### src/shared/rbl_pkg.sv
// ****************************************************************
// read-back latch constants
// ****************************************************************
package rbl_pkg;
   // number of counters served
   localparam int RBL_NUM_CNT = 3;
   // wishbone byte offsets
   localparam logic [7:0] RBL_ADR_CTRL = 8'h00; // control / read-back
   localparam logic [7:0] RBL_ADR_DATA0 = 8'h04; // counter 0 data
   localparam logic [7:0] RBL_ADR_DATA1 = 8'h08; // counter 1 data
   localparam logic [7:0] RBL_ADR_DATA2 = 8'h0C; // counter 2 data
   localparam logic [7:0] RBL_ADR_STAT = 8'h10; // block state view
   // control word fields
   localparam int RBL_CW_SEL_HI = 7; // counter select msb
   localparam int RBL_CW_SEL_LO = 6; // counter select lsb
   localparam logic [1:0] RBL_SEL_RB = 2'h3; // read-back command code
   localparam logic [1:0] RBL_ACC_LATCH = 2'h0; // plain latch, ignored
   localparam logic [1:0] RBL_ACC_LSB = 2'h1; // low byte only
   localparam logic [1:0] RBL_ACC_MSB = 2'h2; // high byte only
   localparam logic [1:0] RBL_ACC_WORD = 2'h3; // low then high byte
   // read-back command fields (active low latch requests)
   localparam int RBL_RB_CNT_N = 5; // low = latch count
   localparam int RBL_RB_STS_N = 4; // low = latch status
   localparam int RBL_RB_SEL0 = 1; // counter 0 select bit
   // status byte fields
   localparam int RBL_ST_OUT = 7; // output pin level
   localparam int RBL_ST_NULL = 6; // pending-load flag
   // block state register fields
   localparam int RBL_SR_NULL = 0; // pending-load flags [2:0]
   localparam int RBL_SR_STS = 4; // status latched [6:4]
   localparam int RBL_SR_CNT = 8; // count latched [10:8]
   // reset values
   localparam logic [5:0] RBL_FIELDS_RST = 6'h00; // programmed fields
   localparam logic [15:0] RBL_HOLD_RST = 16'h0000; // holding register
endpackage : rbl_pkg

### src/hdl/rbl_chan.sv
`timescale 1ns/1ns
// ****************************************************************
// one counter: pending-load flag, holding register, latches
// ****************************************************************
module rbl_chan
   import rbl_pkg::*;
(
   input wire logic clk_i, // system clock
   input wire logic rst_i, // sync reset, high
   input wire logic ctrl_wr_i, // control word for this counter
   input wire logic [5:0] ctrl_i, // access, mode, base fields
   input wire logic data_wr_i, // count byte written
   input wire logic [7:0] data_i, // count byte
   input wire logic data_rd_i, // data byte consumed
   input wire logic rb_cnt_i, // read-back count latch
   input wire logic rb_sts_i, // read-back status latch
   input wire logic load_i, // holding -> counting element
   input wire logic out_lvl_i, // counter output level
   input wire logic [15:0] count_i, // live counting element
   output logic [7:0] rd_data_o, // byte a read would return
   output logic null_o, // pending-load flag
   output logic [5:0] fields_o, // programmed fields
   output logic [15:0] hold_o, // count holding register
   output logic hold_wr_o, // holding register complete
   output logic cnt_lat_o, // count latched, unread
   output logic sts_lat_o // status latched, unread
);
   logic [5:0] fields_reg; // access/mode/base
   logic null_reg; // pending-load flag
   logic wr_hi_reg; // next write is high byte
   logic rd_hi_reg; // next read is high byte
   logic [15:0] hold_reg; // count_holding_register
   logic hold_wr_reg; // completion pulse
   logic [15:0] output_latch; // frozen count
   logic cnt_val_reg; // output_latch holds unread count
   logic [7:0] sts_reg; // frozen status byte
   logic sts_val_reg; // sts_reg unread
   logic [1:0] acc; // access field
   logic complete; // last byte of a count arrives
   logic [15:0] src; // count being read

   assign acc = fields_reg[5:4];
   // only the last byte of a word-mode pair completes a count
   assign complete = data_wr_i && (acc != RBL_ACC_WORD || wr_hi_reg);

   // ****************************************************************
   // programming state
   // ****************************************************************
   // fields and write byte pointer
   always_ff @(posedge clk_i)
   begin
      if (rst_i)
      begin
         fields_reg <= RBL_FIELDS_RST;
         wr_hi_reg <= 1'b0;
      end
      else if (ctrl_wr_i)
      begin
         fields_reg <= ctrl_i;
         wr_hi_reg <= 1'b0; // new control word restarts pairing
      end
      else if (data_wr_i && acc == RBL_ACC_WORD)
         wr_hi_reg <= !wr_hi_reg;
   end

   // holding register and completion pulse
   always_ff @(posedge clk_i)
   begin
      if (rst_i)
      begin
         hold_reg <= RBL_HOLD_RST;
         hold_wr_reg <= 1'b0;
      end
      else
      begin
         hold_wr_reg <= complete;
         if (data_wr_i)
         begin
            if (acc == RBL_ACC_MSB)
               hold_reg <= {data_i, 8'h00};
            else if (acc == RBL_ACC_WORD && wr_hi_reg)
               hold_reg[15:8] <= data_i;
            else if (acc == RBL_ACC_WORD)
               hold_reg[7:0] <= data_i;
            else
               hold_reg <= {8'h00, data_i};
         end
      end
   end

   // pending-load flag: a set in the load cycle wins over the clear
   always_ff @(posedge clk_i)
   begin
      if (rst_i)
         null_reg <= 1'b0;
      else if (ctrl_wr_i || complete)
         null_reg <= 1'b1;
      else if (load_i)
         null_reg <= 1'b0;
   end

   // ****************************************************************
   // latches and read sequence
   // ****************************************************************
   // count latch: first request wins, frozen until read out
   always_ff @(posedge clk_i)
   begin
      if (rst_i)
      begin
         cnt_val_reg <= 1'b0;
         output_latch <= 16'h0000;
      end
      else if (ctrl_wr_i)
         cnt_val_reg <= 1'b0; // reprogramming drops a stale latch
      else if (rb_cnt_i && !cnt_val_reg)
      begin
         output_latch <= count_i;
         cnt_val_reg <= 1'b1;
      end
      else if (data_rd_i && !sts_val_reg && cnt_val_reg)
      begin
         // release after the last byte of the format
         if (acc != RBL_ACC_WORD || rd_hi_reg)
            cnt_val_reg <= 1'b0;
      end
   end

   // status latch: later requests ignored until it is read
   always_ff @(posedge clk_i)
   begin
      if (rst_i)
      begin
         sts_val_reg <= 1'b0;
         sts_reg <= 8'h00;
      end
      else if (ctrl_wr_i)
         sts_val_reg <= 1'b0;
      else if (rb_sts_i && !sts_val_reg)
      begin
         sts_reg <= {out_lvl_i, null_reg, fields_reg};
         sts_val_reg <= 1'b1;
      end
      else if (data_rd_i)
         sts_val_reg <= 1'b0;
   end

   // read byte pointer; a status read does not move it
   always_ff @(posedge clk_i)
   begin
      if (rst_i || ctrl_wr_i)
         rd_hi_reg <= 1'b0;
      else if (data_rd_i && !sts_val_reg && acc == RBL_ACC_WORD)
         rd_hi_reg <= !rd_hi_reg;
   end

   // status always comes out ahead of any latched count
   assign src = cnt_val_reg ? output_latch : count_i;
   always_comb
   begin
      if (sts_val_reg)
         rd_data_o = sts_reg;
      else if (acc == RBL_ACC_MSB || (acc == RBL_ACC_WORD && rd_hi_reg))
         rd_data_o = src[15:8];
      else
         rd_data_o = src[7:0];
   end

   assign null_o = null_reg;
   assign fields_o = fields_reg;
   assign hold_o = hold_reg;
   assign hold_wr_o = hold_wr_reg;
   assign cnt_lat_o = cnt_val_reg;
   assign sts_lat_o = sts_val_reg;
endmodule : rbl_chan

### src/hdl/rbl_top.sv
`timescale 1ns/1ns
// ****************************************************************
// read-back status latch, wishbone slave
// ****************************************************************
//
// Contract
// - status low six bits show programmed fields
// - control word sets pending-load flag
// - count write sets pending-load flag
// - holding to counting transfer clears flag
// - each counter owns its own flag
// - word mode sets flag on second byte
// - repeated status latches keep the first
// - both latch bits low latch both
// - repeated combined latches keep the first
// - status read first, then count bytes
// - status first regardless of request order
// - multi-counter command skips already latched counters
// - status top bits: output level, pending flag
// - fully read latch released, others kept
module rbl_top
   import rbl_pkg::*;
(
   input wire logic clk_i, // 50 MHz clock
   input wire logic rst_i, // sync reset, high
   input wire logic cyc_i, // wishbone cycle
   input wire logic stb_i, // wishbone strobe
   input wire logic we_i, // wishbone write
   input wire logic [7:0] adr_i, // wishbone byte address
   input wire logic [3:0] sel_i, // wishbone byte enables
   input wire logic [31:0] dat_i, // wishbone write data
   output logic [31:0] dat_o, // wishbone read data
   output logic ack_o, // wishbone acknowledge
   input wire logic [2:0] load_i, // per counter: holding -> counting
   input wire logic [2:0] out_lvl_i, // per counter output level
   input wire logic [47:0] count_i, // live counts, counter 0 low
   output logic [47:0] hold_o, // holding registers, counter 0 low
   output logic [2:0] hold_wr_o, // holding register complete pulse
   output logic [17:0] fields_o, // programmed fields, counter 0 low
   output logic [2:0] null_o // pending-load flags
);
   // ****************************************************************
   // bus slave
   // ****************************************************************
   logic ack_reg; // one-cycle acknowledge
   logic [31:0] dat_reg; // read data, registered
   logic req; // new request, not yet answered
   logic take; // edge at which the access takes effect
   logic wr_take; // write takes effect now
   logic rd_take; // read takes effect now
   logic [7:0] cw; // control byte being written
   logic cw_rb; // control byte is a read-back command
   logic [1:0] cw_sel; // counter addressed by control byte
   logic [1:0] chan_idx; // data port addressed, 3 = none
   logic is_ctrl; // control address hit
   logic is_stat; // state register hit

   // map an address to a data port; 3 means not a data port
   function automatic logic [1:0] data_port(input logic [7:0] a);
      logic [7:0] w;
      w = {a[7:2], 2'b00};
      if (w == RBL_ADR_DATA0)
         data_port = 2'd0;
      else if (w == RBL_ADR_DATA1)
         data_port = 2'd1;
      else if (w == RBL_ADR_DATA2)
         data_port = 2'd2;
      else
         data_port = 2'd3;
   endfunction : data_port

   assign chan_idx = data_port(adr_i);
   assign is_ctrl = {adr_i[7:2], 2'b00} == RBL_ADR_CTRL;
   assign is_stat = {adr_i[7:2], 2'b00} == RBL_ADR_STAT;
   assign req = cyc_i && stb_i && !ack_reg;
   // effects land on the edge where the master sees ack; the byte
   // in lane 0 must be enabled for a write to count
   assign take = cyc_i && stb_i && ack_reg;
   assign wr_take = take && we_i && sel_i[0];
   assign rd_take = take && !we_i;
   assign cw = dat_i[7:0];
   assign cw_sel = cw[RBL_CW_SEL_HI:RBL_CW_SEL_LO];
   assign cw_rb = cw_sel == RBL_SEL_RB;

   // acknowledge every access one cycle after it is seen;
   // unmapped reads answer zero, unmapped writes are dropped
   always_ff @(posedge clk_i)
   begin
      if (rst_i)
         ack_reg <= 1'b0;
      else
         ack_reg <= req;
   end

   // ****************************************************************
   // counter channels
   // ****************************************************************
   logic [2:0] ctrl_wr; // control word per counter
   logic [2:0] data_wr; // count byte per counter
   logic [2:0] data_rd; // data read per counter
   logic [2:0] rb_cnt; // read-back count latch per counter
   logic [2:0] rb_sts; // read-back status latch per counter
   logic [7:0] rd_byte [RBL_NUM_CNT]; // read byte per counter
   logic [2:0] cnt_lat; // count latched flags
   logic [2:0] sts_lat; // status latched flags

   generate
      for (genvar i = 0; i < RBL_NUM_CNT; i++)
      begin : g_chan
         // plain latch commands are not served here and are ignored
         assign ctrl_wr[i] = wr_take && is_ctrl && !cw_rb &&
            cw_sel == 2'(i) && cw[5:4] != RBL_ACC_LATCH;
         assign data_wr[i] = wr_take && chan_idx == 2'(i);
         assign data_rd[i] = rd_take && chan_idx == 2'(i);
         // read-back: select bit high, latch requests active low
         assign rb_cnt[i] = wr_take && is_ctrl && cw_rb &&
            cw[RBL_RB_SEL0 + i] && !cw[RBL_RB_CNT_N];
         assign rb_sts[i] = wr_take && is_ctrl && cw_rb &&
            cw[RBL_RB_SEL0 + i] && !cw[RBL_RB_STS_N];

         rbl_chan u_chan (
            .clk_i(clk_i),
            .rst_i(rst_i),
            .ctrl_wr_i(ctrl_wr[i]),
            .ctrl_i(cw[5:0]),
            .data_wr_i(data_wr[i]),
            .data_i(cw),
            .data_rd_i(data_rd[i]),
            .rb_cnt_i(rb_cnt[i]),
            .rb_sts_i(rb_sts[i]),
            .load_i(load_i[i]),
            .out_lvl_i(out_lvl_i[i]),
            .count_i(count_i[16*i +: 16]),
            .rd_data_o(rd_byte[i]),
            .null_o(null_o[i]),
            .fields_o(fields_o[6*i +: 6]),
            .hold_o(hold_o[16*i +: 16]),
            .hold_wr_o(hold_wr_o[i]),
            .cnt_lat_o(cnt_lat[i]),
            .sts_lat_o(sts_lat[i])
         );
      end
   endgenerate

   // ****************************************************************
   // read data
   // ****************************************************************
   // sampled at the request, stable while ack stands: the channel
   // state only moves on the acknowledged edge
   always_ff @(posedge clk_i)
   begin
      if (rst_i)
         dat_reg <= 32'h0000_0000;
      else if (req && !we_i)
      begin
         if (chan_idx != 2'd3)
            dat_reg <= {24'h00_0000, rd_byte[chan_idx]};
         else if (is_stat)
         begin
            dat_reg <= 32'h0000_0000;
            dat_reg[RBL_SR_NULL +: 3] <= null_o;
            dat_reg[RBL_SR_STS +: 3] <= sts_lat;
            dat_reg[RBL_SR_CNT +: 3] <= cnt_lat;
         end
         else
            dat_reg <= 32'h0000_0000; // control and unmapped read zero
      end
   end

   assign dat_o = dat_reg;
   assign ack_o = ack_reg;
endmodule : rbl_top

### config.mk
export PLATFORM = sky130hd
export DESIGN_NAME = rbl_top
export DESIGN_NICKNAME = d
export VERILOG_FILES = /design/src/shared/rbl_pkg.sv /design/src/hdl/rbl_chan.sv /design/src/hdl/rbl_top.sv
export SDC_FILE = /design/constraint.sdc
export NUM_CORES = 1
export LEC_CHECK = 0
export BUFFER_PORTS_ARGS = -buffer_cell sky130_fd_sc_hd__clkbuf_2
export CAP_MARGIN = 10
export CORE_MARGIN = 3
export CORE_UTILIZATION = 25
export DETAILED_ROUTE_END_ITERATION = 10
export GPL_ROUTABILITY_DRIVEN = 0
export PLACE_DENSITY = 0.52
export SLEW_MARGIN = 20
export SYNTH_ARGS = -nofsm -noshare
export SYNTH_HDL_FRONTEND = slang
export SYNTH_SLANG_ARGS = --single-unit
### constraint.sdc
create_clock -name clk_i -period 2.4 [get_ports clk_i]
set_clock_uncertainty 0.2 [all_clocks]
set_input_delay 0.6 -clock clk_i [delete_from_list [all_inputs] [get_ports clk_i]]
set_output_delay 0.6 -clock clk_i [all_outputs]
set_load 0.01 [all_outputs]
* Word-level counts from Yosys, hierarchy flattened
Index checks and enable logic that the tools add are counted.
** Cells by class
- Equality and inequality tests :: 25
- Multiply operators :: 0
- Multiplexer cells :: 50
- Shift operators :: 0
- Reductions and logical operators :: 124
- Divide/modulo/power cells :: 0
- Add/sub/neg operators :: 0
- Order comparisons :: 1
- Bitwise logic cells :: 4
** Operators by type and width (count)
- $mux 8 :: 17
- $mux 16 :: 6
- $logic_and 1x1->1 :: 58
- $reduce_and 2->1 :: 15
- $reduce_bool 2->1 :: 13
- $mux 1 :: 22
- $mux 11 :: 2
- $eq 2x2->1 const B :: 9
- $logic_not 1->1 :: 17
- $bmux 8 s2 :: 1
- $logic_or 1x1->1 :: 15
- $eq 6x2->1 const B :: 2
- $ne 3x2->1 const B :: 3
- $ne 2x2->1 const B :: 4
- $eq 6x1->1 const B :: 1
- $eq 6x3->1 const B :: 1
- $logic_not 6->1 :: 1
- $ne 2x1->1 const B :: 3
- $reduce_or 2->1 :: 3
- $eq 2x1->1 const B :: 2
- $logic_not 2->1 :: 2
- $mux 2 :: 2
- $ge 3x3->1 const B :: 1
- $not 1->1 :: 3
- $not 2->3 :: 1
** Storage, ports and cells
- Bits in latches :: 0
- Bits of input ports :: 103
- Output and inout bits :: 105
- ROM bits :: 0
- Register bits after elaboration :: 189
- Memories kept :: 0
- RAM bits :: 0
- Logic and storage cells :: 239

* Depth between registers and ports, before layout
Gate-level depths: netlist of run 1.
- Depth after elaboration :: 11
- Mapped depth :: 8
- Gate-level depth less buffers :: 5

* Hierarchy
From an unflattened synthesis of run 1, not the netlist that was laid out.
** Second synthesis, totals
- Cells, all modules :: 964
- Area, all modules :: 8325.5 µm²
** By module, submodules not included
- rbl_chan :: cells an instance 279, sequential area each 1041.0 µm², area each 2411.1 µm², times used 3
- rbl_top :: cells an instance 127, sequential area each 240.2 µm², area each 1092.3 µm², times used 1

* Worst setup path after synthesis of run 1
No wires, ideal clock.
- Path kind :: input port to flip-flop
- From :: input port adr_i[5]
- To :: register g_chan[0].u_chan.output_latch[10]
- Path buffers :: 2
- Required time :: 2.072 ns
- Cell stages on the path :: 7
- Data arrival time :: 2.061 ns
- Setup time :: 0.128 ns
- Path slack :: 0.011 ns
- Path through :: nor4_4 > nand4_4 > nor4_1 > buf_4 > buf_6 > mux2i_1 > nor2_1
** Between the ends
- Cells in the longest elaborated chain, start to end :: 7
- Elaborated cells on any way between the ends :: 11
- Classes of those cells :: 1 x bitwise; 10 x reduce/logical
** Ends and longest elaborated chain
- start, declared :: line rbl_top.sv:29 : input wire logic [7:0] adr_i,
- $logic_not 6->1 (*) :: line rbl_top.sv:73 : assign is_ctrl = {adr_i[7:2], 2'b00} == RBL_ADR_CTRL;
- $logic_and 1x1->1 (*) :: line rbl_top.sv:111, rbl_top.sv:116
- $logic_and 1x1->1 (on tied branches) (2 in a row) :: line rbl_top.sv:116, rbl_top.sv:111
- $logic_and 1x1->1 (on tied branches) :: line rbl_top.sv:117, rbl_top.sv:112
- $logic_and 1x1->1 or $not 1->1 (tied branches)
- $reduce_and 2->1 (no line) (*)
- end signal, assigned :: line rbl_chan.sv:117 : output_latch <= count_i;
- end, declared :: line rbl_chan.sv:34 : logic [15:0] output_latch;
Mark *: on every way between the ends. The rest lies on a longest branch, timed or not.
A chain may end at the register's enable or synchronous reset.

* Worst setup path in the final report of run 1
- From :: register g_chan[2].u_chan.rd_hi_reg
- To :: register dat_reg[4], in the netlist dat_o[4]
** Between the ends
- Cells in the longest elaborated chain, start to end :: 8
** Ends and longest elaborated chain
- start, declared :: line rbl_chan.sv:31 : logic rd_hi_reg;
- start signal, assigned :: line rbl_chan.sv:153 : rd_hi_reg <= !rd_hi_reg;
- $logic_and 1x1->1 :: line rbl_chan.sv:162 : else if (acc == RBL_ACC_MSB || (acc == RBL_ACC_WORD && rd_hi_reg))
- $logic_or 1x1->1 :: line rbl_chan.sv:162
- $mux 8 :: line rbl_chan.sv:162
- $mux 8 :: line rbl_chan.sv:160 : if (sts_val_reg)
- $bmux 8 s2 :: line rbl_top.sv:157 : dat_reg <= {24'h00_0000, rd_byte[chan_idx]};
- $mux 8 (implied by the code) (2 in a row) :: line rbl_top.sv:157
- $mux 11 :: line rbl_top.sv:156 : if (chan_idx != 2'd3)
- end signal, assigned :: line rbl_top.sv:157
- end signal, assigned by index :: line rbl_top.sv:161 : dat_reg[RBL_SR_NULL +: 3] <= null_o;
- end signal, assigned by index :: line rbl_top.sv:162 : dat_reg[RBL_SR_STS +: 3] <= sts_lat;
- end, declared :: line rbl_top.sv:46 : logic [31:0] dat_reg;
No other way between the ends. The select of a mux whose other input is x is not followed.

==> impl_metrics.csv, run 1 <==
group,metric,value,unit
placed_design,placed_cell_area,9280,um2
routing,firstDrtPassIters,5,
sta,rsz0062_at_grt,"no",
power,power.switching_fraction,24.5,%
synthesis,synth.yosys.seq_area_share,44.3,%
power,p_sw,1.46,mW
flow_run,number_of_max_cap_violations,0,
synthesis,fraction_of_post_synthesis_cell_area_in_the_top_cell_type_by_area,44.3,%
setup_path,timing_worst_setup_path_type,"reg -> reg",
cells_and_area,fillers,3134,
synthesis,syn_avg_cell_area,9.70,um2
routing,finalWirelength,25700,um
setup_path,critPathSlowestCell,"sky130_fd_sc_hd__mux4_2",
cts,cell_at_the_root_of_the_clock_tree,"sky130_fd_sc_hd__clkbuf_16",
synthesis,synthMuxAreaShare,16.2,%
sta,tightestPinTransition,0.733,ns
cts,resize_count_post_cts,0,
sta,max_clock_freq,440,MHz
global_routing,grt.total_usage,15.5,%
die,io_count,208,
placed_design,placed_instance_count,1354,
global_routing,met1_usage,21.6,%
power,p_comb_share,6.1,%
synthesis,synth.area.top_cells,"sky130_fd_sc_hd__dfxtp_1 (44%), sky130_fd_sc_hd__mux2i_1 (11%), sky130_fd_sc_hd__nor2_1 (5.6%), sky130_fd_sc_hd__a22o_1 (5.0%), sky130_fd_sc_hd__mux4_2 (4.7%)",
cts,cts.sinks,168,
cells_and_area,nNetsFinal,1086,
synthesis,dominant_combinational_cell_family_by_area_after_synthesis,"simple AND/OR/NAND/NOR gates",
global_routing,number_of_antenna_violations_at_the_first_check_in_global_routing,1,
synthesis,synth_edf_count,0,
synthesis,postSynthRegisterBits,168,
min_path,hp-class,"in -> reg",
synthesis,yosysWarningCount,0,
setup_path,critical-path-top-delay-family,"compound AO/OA/AOI/OAI gates",
setup_path,worst_setup_path_start_kind,"flip-flop",
cells_and_area,layout-drive-gt1-share,32.2,%
routing,routed_via_density,4.75,
synthesis,synth.most_common_cell,"sky130_fd_sc_hd__dfxtp_1",
synthesis,synth.cell_area,7600,um2
cts,clk-insertion-delay-late,0.43,ns
global_routing,top_usage_layer,"met2",
global_routing,grt_max_degree,47,
synthesis,largest_area_contributor_in_the_netlist,"sky130_fd_sc_hd__dfxtp_1",
global_routing,grt_pass1_vias,6355,
synthesis,post_synth_num_cell_types,69,
setup_path,critical_path_sink_type,"flip-flop",
routing,ant_nets,0,
synthesis,post_synth_xor_area_fraction,0.807,%
synthesis,ys_async_sr_fraction,0,%
die,core_region,29800,um2
routing,routed-via-count,6586,
setup_path,critical_path_required,2.49,ns
global_routing,gr-total-overflow,0,
power,maximum_vdd_ir_drop,420,uV
cts,clock_path_buffers,2,
sta,post-route-min-period,2.27,ns
setup_path,worst-path-max-fanout,3,
power,leakage,3.82,nW
die,die_height,180,um
status,status,"complete, no violations",
cts,tritoncts,"yes",
synthesis,post_synth_and_or_nand_nor_area_fraction,18.8,%
synthesis,synthFlopType,"sky130_fd_sc_hd__dfxtp_1",
synthesis,synth_compound_area_share,13.3,%
cts,cts.repair_timing.setup_buffer_count,0,
cts,cts_buffer_count,17,
routing,detail_route.iter0.violations,353,
die,die_area,32500,um2
sta,setup_violations,0,
sta,hold_viol,0,
global_routing,grtUsageMet2,24.3,%
setup_path,cp_data_arrival_time,2.37,ns
sta,final-max-slew-violation-count,0,
synthesis,synth_adder_area_share,0,%
placed_design,buffer_ports.inserted,157,
synthesis,postSynthCellCount,783,
power,intPower,4.50,mW
power,power_frac_clock,47.0,%
cts,path_clk_slew,0.06,ns
setup_path,path_buf_inv,0,
setup_path,critical_path.max_stage_delay,0.55,ns
die,die_width,180,um
cells_and_area,post-route-cell-area,9870,um2
power,power_density,604,nW/um2
routing,drc,0,
cts,htreeDepth,4,
setup_path,crit_path_cell_trace,"nand2b_1 -> and2_1 -> mux4_2 -> a221oi_1 -> o211ai_1",
die,initial_utilization,25.5,%
die,core.rowCount,63,
placed_design,detailed_place_hpwl,19200,um
synthesis,synth.cells.most_frequent,"sky130_fd_sc_hd__dfxtp_1 (168), sky130_fd_sc_hd__nor2_1 (113), sky130_fd_sc_hd__mux2i_1 (86), sky130_fd_sc_hd__nand2_1 (50), sky130_fd_sc_hd__a22o_1 (43)",
global_routing,grtUsageMet3,4.30,%
sta,period_share,94.6,%
sta,relSlewSlack,51.1,%
cts,ctsHoldBuffers,0,
cells_and_area,area_delta_synth_final,30.0,%
routing,wl_per_cell,18.5,um
cells_and_area,post_layout_nonfiller_instances,1387,
global_routing,grt_first_pass_wirelength,39100,um
power,power.share.sequential,46.9,%
stage by stage:
stage | utilization [%] | setup WS [ns] | hold slack (ns) | TNS, ns | power [mW]
detailed placement | 31.2 | -0.272 | 0.267 | -28.27 | 3.22
floorplan | - | 0.0110 | 0.251 | 0 | 3.04
global placement | 31.2 | -0.264 | 0.261 | -26.08 | 3.22
finish | 33.1 | 0.129 | 0.217 | 0 | 5.96
CTS | 33.1 | 0.0904 | 0.197 | 0 | 6.05
global route | 33.1 | 0.0243 | 0.222 | 0 | 6.16
power groups by stage:
stage / combinational [mW] / clock [mW] / sequential (mW)
3_5_place_dp: 0.363 / 0 / 2.86
6_report: 0.364 / 2.80 / 2.80
3_3_place_gp: 0.363 / 0 / 2.86
2_1_floorplan: 0.179 / 0 / 2.86
5_1_grt: 0.392 / 2.98 / 2.80
4_1_cts: 0.365 / 2.88 / 2.80
metal layers:
metal	share of wire (%)	up-vias
met5	0	-
li1	-	3179
met3	6.7	11
met4	0.57	0
met2	46	210
met1	47	3186
final timing paths:
path | slack [ns] | depth (start not counted) | startpoint | end
setup / recovery | 0.13 | 5 | g_chan[2].u_chan.rd_hi_reg$_SDFFE_PP0P_ | dat_o[4]$_SDFFE_PP0P_
hold / removal | 0.22 | 3 | out_lvl_i[0] | g_chan[0].u_chan.sts_reg[7]$_SDFFE_PP0P_
setup reg to reg | 0.13 | 5 | g_chan[2].u_chan.rd_hi_reg$_SDFFE_PP0P_ | dat_o[4]$_SDFFE_PP0P_
hold reg to reg | 0.28 | 1 | g_chan[2].u_chan.hold_o[0]$_SDFFE_PP0P_ | g_chan[2].u_chan.hold_o[0]$_SDFFE_PP0P_
worst register-to-register path: cells and delay by family, from the launching register on:
| kind | cells | cell delay, ns |
|---|---|---|
| compound gates | 2 | 0.64 |
| mux | 1 | 0.55 |
| flops | 1 | 0.37 |
| simple gates | 2 | 0.37 |
cell families (layout without fill, tap and decap cells):
kind of cell / count (synthesis) / count (layout)
multiplexers: 103 / 103
AO/OA/AOI/OAI: 134 / 134
buffers and inverters: 93 / 286
flip-flops: 168 / 168
XOR/XNOR: 7 / 7
AND/OR/NAND/NOR: 277 / 277
other: 1 / 22
cells in the final DEF (no fill, tap or decap), types with 21 or more instances in the layout:
cell type and instances:
sky130_fd_sc_hd__nor2_1 113, sky130_fd_sc_hd__conb_1 21, sky130_fd_sc_hd__nand2_1 50, sky130_fd_sc_hd__a22o_1 43, sky130_fd_sc_hd__buf_4 82, sky130_fd_sc_hd__dfxtp_1 168
sky130_fd_sc_hd__nor3_1 24, sky130_fd_sc_hd__a21oi_1 28, sky130_fd_sc_hd__mux2i_1 86, sky130_fd_sc_hd__clkbuf_2 156
cell type report:
class	count	area (um2)	share of cell area, %
antenna	1	2.50	0.0253
clock buffer	19	443	4.49
clock inverter	13	145	1.47
inverter	9	33.8	0.342
multi-input combinational	542	3860	39.1
sequential	168	3360	34.1
tap	390	488	4.94
timing repair buffer	245	1540	15.6
Note: power is estimated with default switching activity, not from simulation.
==> run 2, diff against run 1 <==
GPL_ROUTABILITY_DRIVEN = not set   (was 0)
PLACE_DENSITY = 0.44   (was 0.52)
==> impl_metrics.csv, run 2 (synthesized netlist as in run 1, its figures left out) <==
group,metric,value,unit
status,status,"complete, no violations",
cells_and_area,multi_input_comb_area,3860,um2
sta,hold_viol,0,
power,power,5.86,mW
cells_and_area,fillers,3147,
cts,tritoncts,"yes",
setup_path,worstReg2RegStart,"g_chan[2].u_chan.rd_hi_reg$_SDFFE_PP0P_",
cts,clock_path_buffers,2,
sta,period_share,96.7,%
routing,detail_route.iter0.violations,304,
power,maximum_vdd_ir_drop,500,uV
routing,routed_via_density,4.72,
die,initial_utilization,25.5,%
cts,cell_at_the_root_of_the_clock_tree,"sky130_fd_sc_hd__clkbuf_16",
setup_path,worst-path-max-fanout,3,
setup_path,cp_data_arrival_time,2.42,ns
die,die_area,32500,um2
sta,max_clock_freq,431,MHz
cells_and_area,register_area,3360,um2
cells_and_area,layout.cells.most_common,"sky130_fd_sc_hd__dfxtp_1",
die,die_height,180,um
cells_and_area,final_cell_mix,"sky130_fd_sc_hd__dfxtp_1 (168), sky130_fd_sc_hd__clkbuf_2 (156), sky130_fd_sc_hd__nor2_1 (113), sky130_fd_sc_hd__mux2i_1 (86), sky130_fd_sc_hd__buf_4 (79)",
cts,clk-insertion-delay-late,0.43,ns
cts,cts.sinks,168,
routing,finalWirelength,26300,um
cts,path_clk_slew,0.07,ns
placed_design,buffer_ports.inserted,157,
setup_path,critical_path_required,2.50,ns
die,core_region,29800,um2
die,io_count,208,
die,die_width,180,um
sta,final-max-slew-violation-count,0,
cells_and_area,layout-drive-gt1-share,32.2,%
power,power.switching_fraction,26.6,%
setup_path,timing_worst_setup_path_type,"reg -> reg",
routing,wl_per_cell,19.0,um
power,power_frac_clock,46.2,%
cells_and_area,post-route-cell-area,9840,um2
flow_run,number_of_max_cap_violations,0,
cts,resize_count_post_cts,0,
global_routing,grt.total_usage,16.0,%
sta,tightestPinTransition,0.721,ns
routing,drc,0,
global_routing,number_of_antenna_violations_at_the_first_check_in_global_routing,1,
global_routing,grt_pass1_vias,6398,
sta,post-route-min-period,2.32,ns
sta,setup_violations,0,
placed_design,placed_cell_area,9260,um2
cts,cts_buffer_count,17,
cts,ctsHoldBuffers,0,
routing,firstDrtPassIters,4,
power,p_sw,1.56,mW
cts,htreeDepth,4,
setup_path,worstSetupStartpoint,"g_chan[2].u_chan.rd_hi_reg$_SDFFE_PP0P_",
setup_path,worst_setup_path_start_kind,"flip-flop",
cells_and_area,post_layout_nonfiller_instances,1384,
placed_design,gp_congestion,0.794,
power,p_comb_share,6.1,%
power,power_density,596,nW/um2
power,intPower,4.31,mW
global_routing,grt_max_degree,40,
placed_design,detailed_place_hpwl,19700,um
routing,ant_nets,0,
routing,routed-via-count,6530,
power,power.share.sequential,47.7,%
sta,rsz0062_at_grt,"yes",
power,leakage,3.80,nW
sta,relSlewSlack,52.0,%
placed_design,placed_instance_count,1351,
cts,cts.repair_timing.setup_buffer_count,0,
setup_path,critical_path_sink_type,"flip-flop",
min_path,hp-class,"in -> reg",
cells_and_area,area_delta_synth_final,29.6,%
min_path,min_from,"count_i[31]",
die,core.rowCount,63,
global_routing,gr-total-overflow,0,
global_routing,grt_first_pass_wirelength,40000,um
cells_and_area,nNetsFinal,1083,
-- run 2: changes by cell type in the layout (fill, tap and decap cells not counted), sizes merged --
cell	before	now
buf	89	86
inv	12	18
clkbuf	175	173
bufinv	2	0
clkinvlp	2	3
clkinv	6	3
-- run 2: stage by stage --
stage	setup WS [ns]	util (%)	setup TNS (ns)	hold slack [ns]
after CTS	0.0996	33.0	0	0.195
after global placement	-0.284	31.1	-27.74	0.261
after floorplan	0.0110	-	0	0.251
after detailed placement	-0.291	31.1	-29.50	0.267
final	0.0789	33.0	0	0.217
after global routing	-0.0128	33.0	-0.0165	0.210
-- run 2: critical path, cell delays in order (launching register included) --
cell,delay [ns]
sky130_fd_sc_hd__dfxtp_1,0.38
sky130_fd_sc_hd__nand2b_1,0.16
sky130_fd_sc_hd__and2_1,0.23
sky130_fd_sc_hd__mux4_2,0.56
sky130_fd_sc_hd__a221oi_1,0.54
sky130_fd_sc_hd__o211ai_1,0.13
-- run 2: final timing paths --
path | end | slack (ns) | cells after the start
worst max register to register | dat_o[4]$_SDFFE_PP0P_ | 0.08 | 5
worst max-delay path | dat_o[4]$_SDFFE_PP0P_ | 0.08 | 5
worst min-delay path | g_chan[1].u_chan.output_latch[15]$_SDFFE_PP0P_ | 0.22 | 3
worst min register to register | g_chan[1].u_chan.fields_o[0]$_SDFFE_PP0P_ | 0.28 | 2
-- run 2: area by class of cell --
type	count	area share, %
well taps	390	4.96
clock inverters	15	1.53
repair buffers	242	15.4
inverters	9	0.343
diodes	1	0.0254
multi-input cells	542	39.3
clock buffers	17	4.32
flip-flops and latches	168	34.2
-- run 2: power groups by stage --
stage | Sequential (mW) | Combinational, mW | Clock (mW)
finish | 2.80 | 0.357 | 2.71
floorplan | 2.86 | 0.179 | 0
CTS | 2.80 | 0.360 | 2.80
global placement | 2.86 | 0.360 | 0
global route | 2.80 | 0.387 | 2.90
detailed placement | 2.86 | 0.359 | 0
-- run 2: routing by layer --
layer	part of all wire, %	global-route usage [%]
met4	1.2	3.75
met1	47	21.9
met3	4.8	3.69
met5	0	0
met2	47	25.7
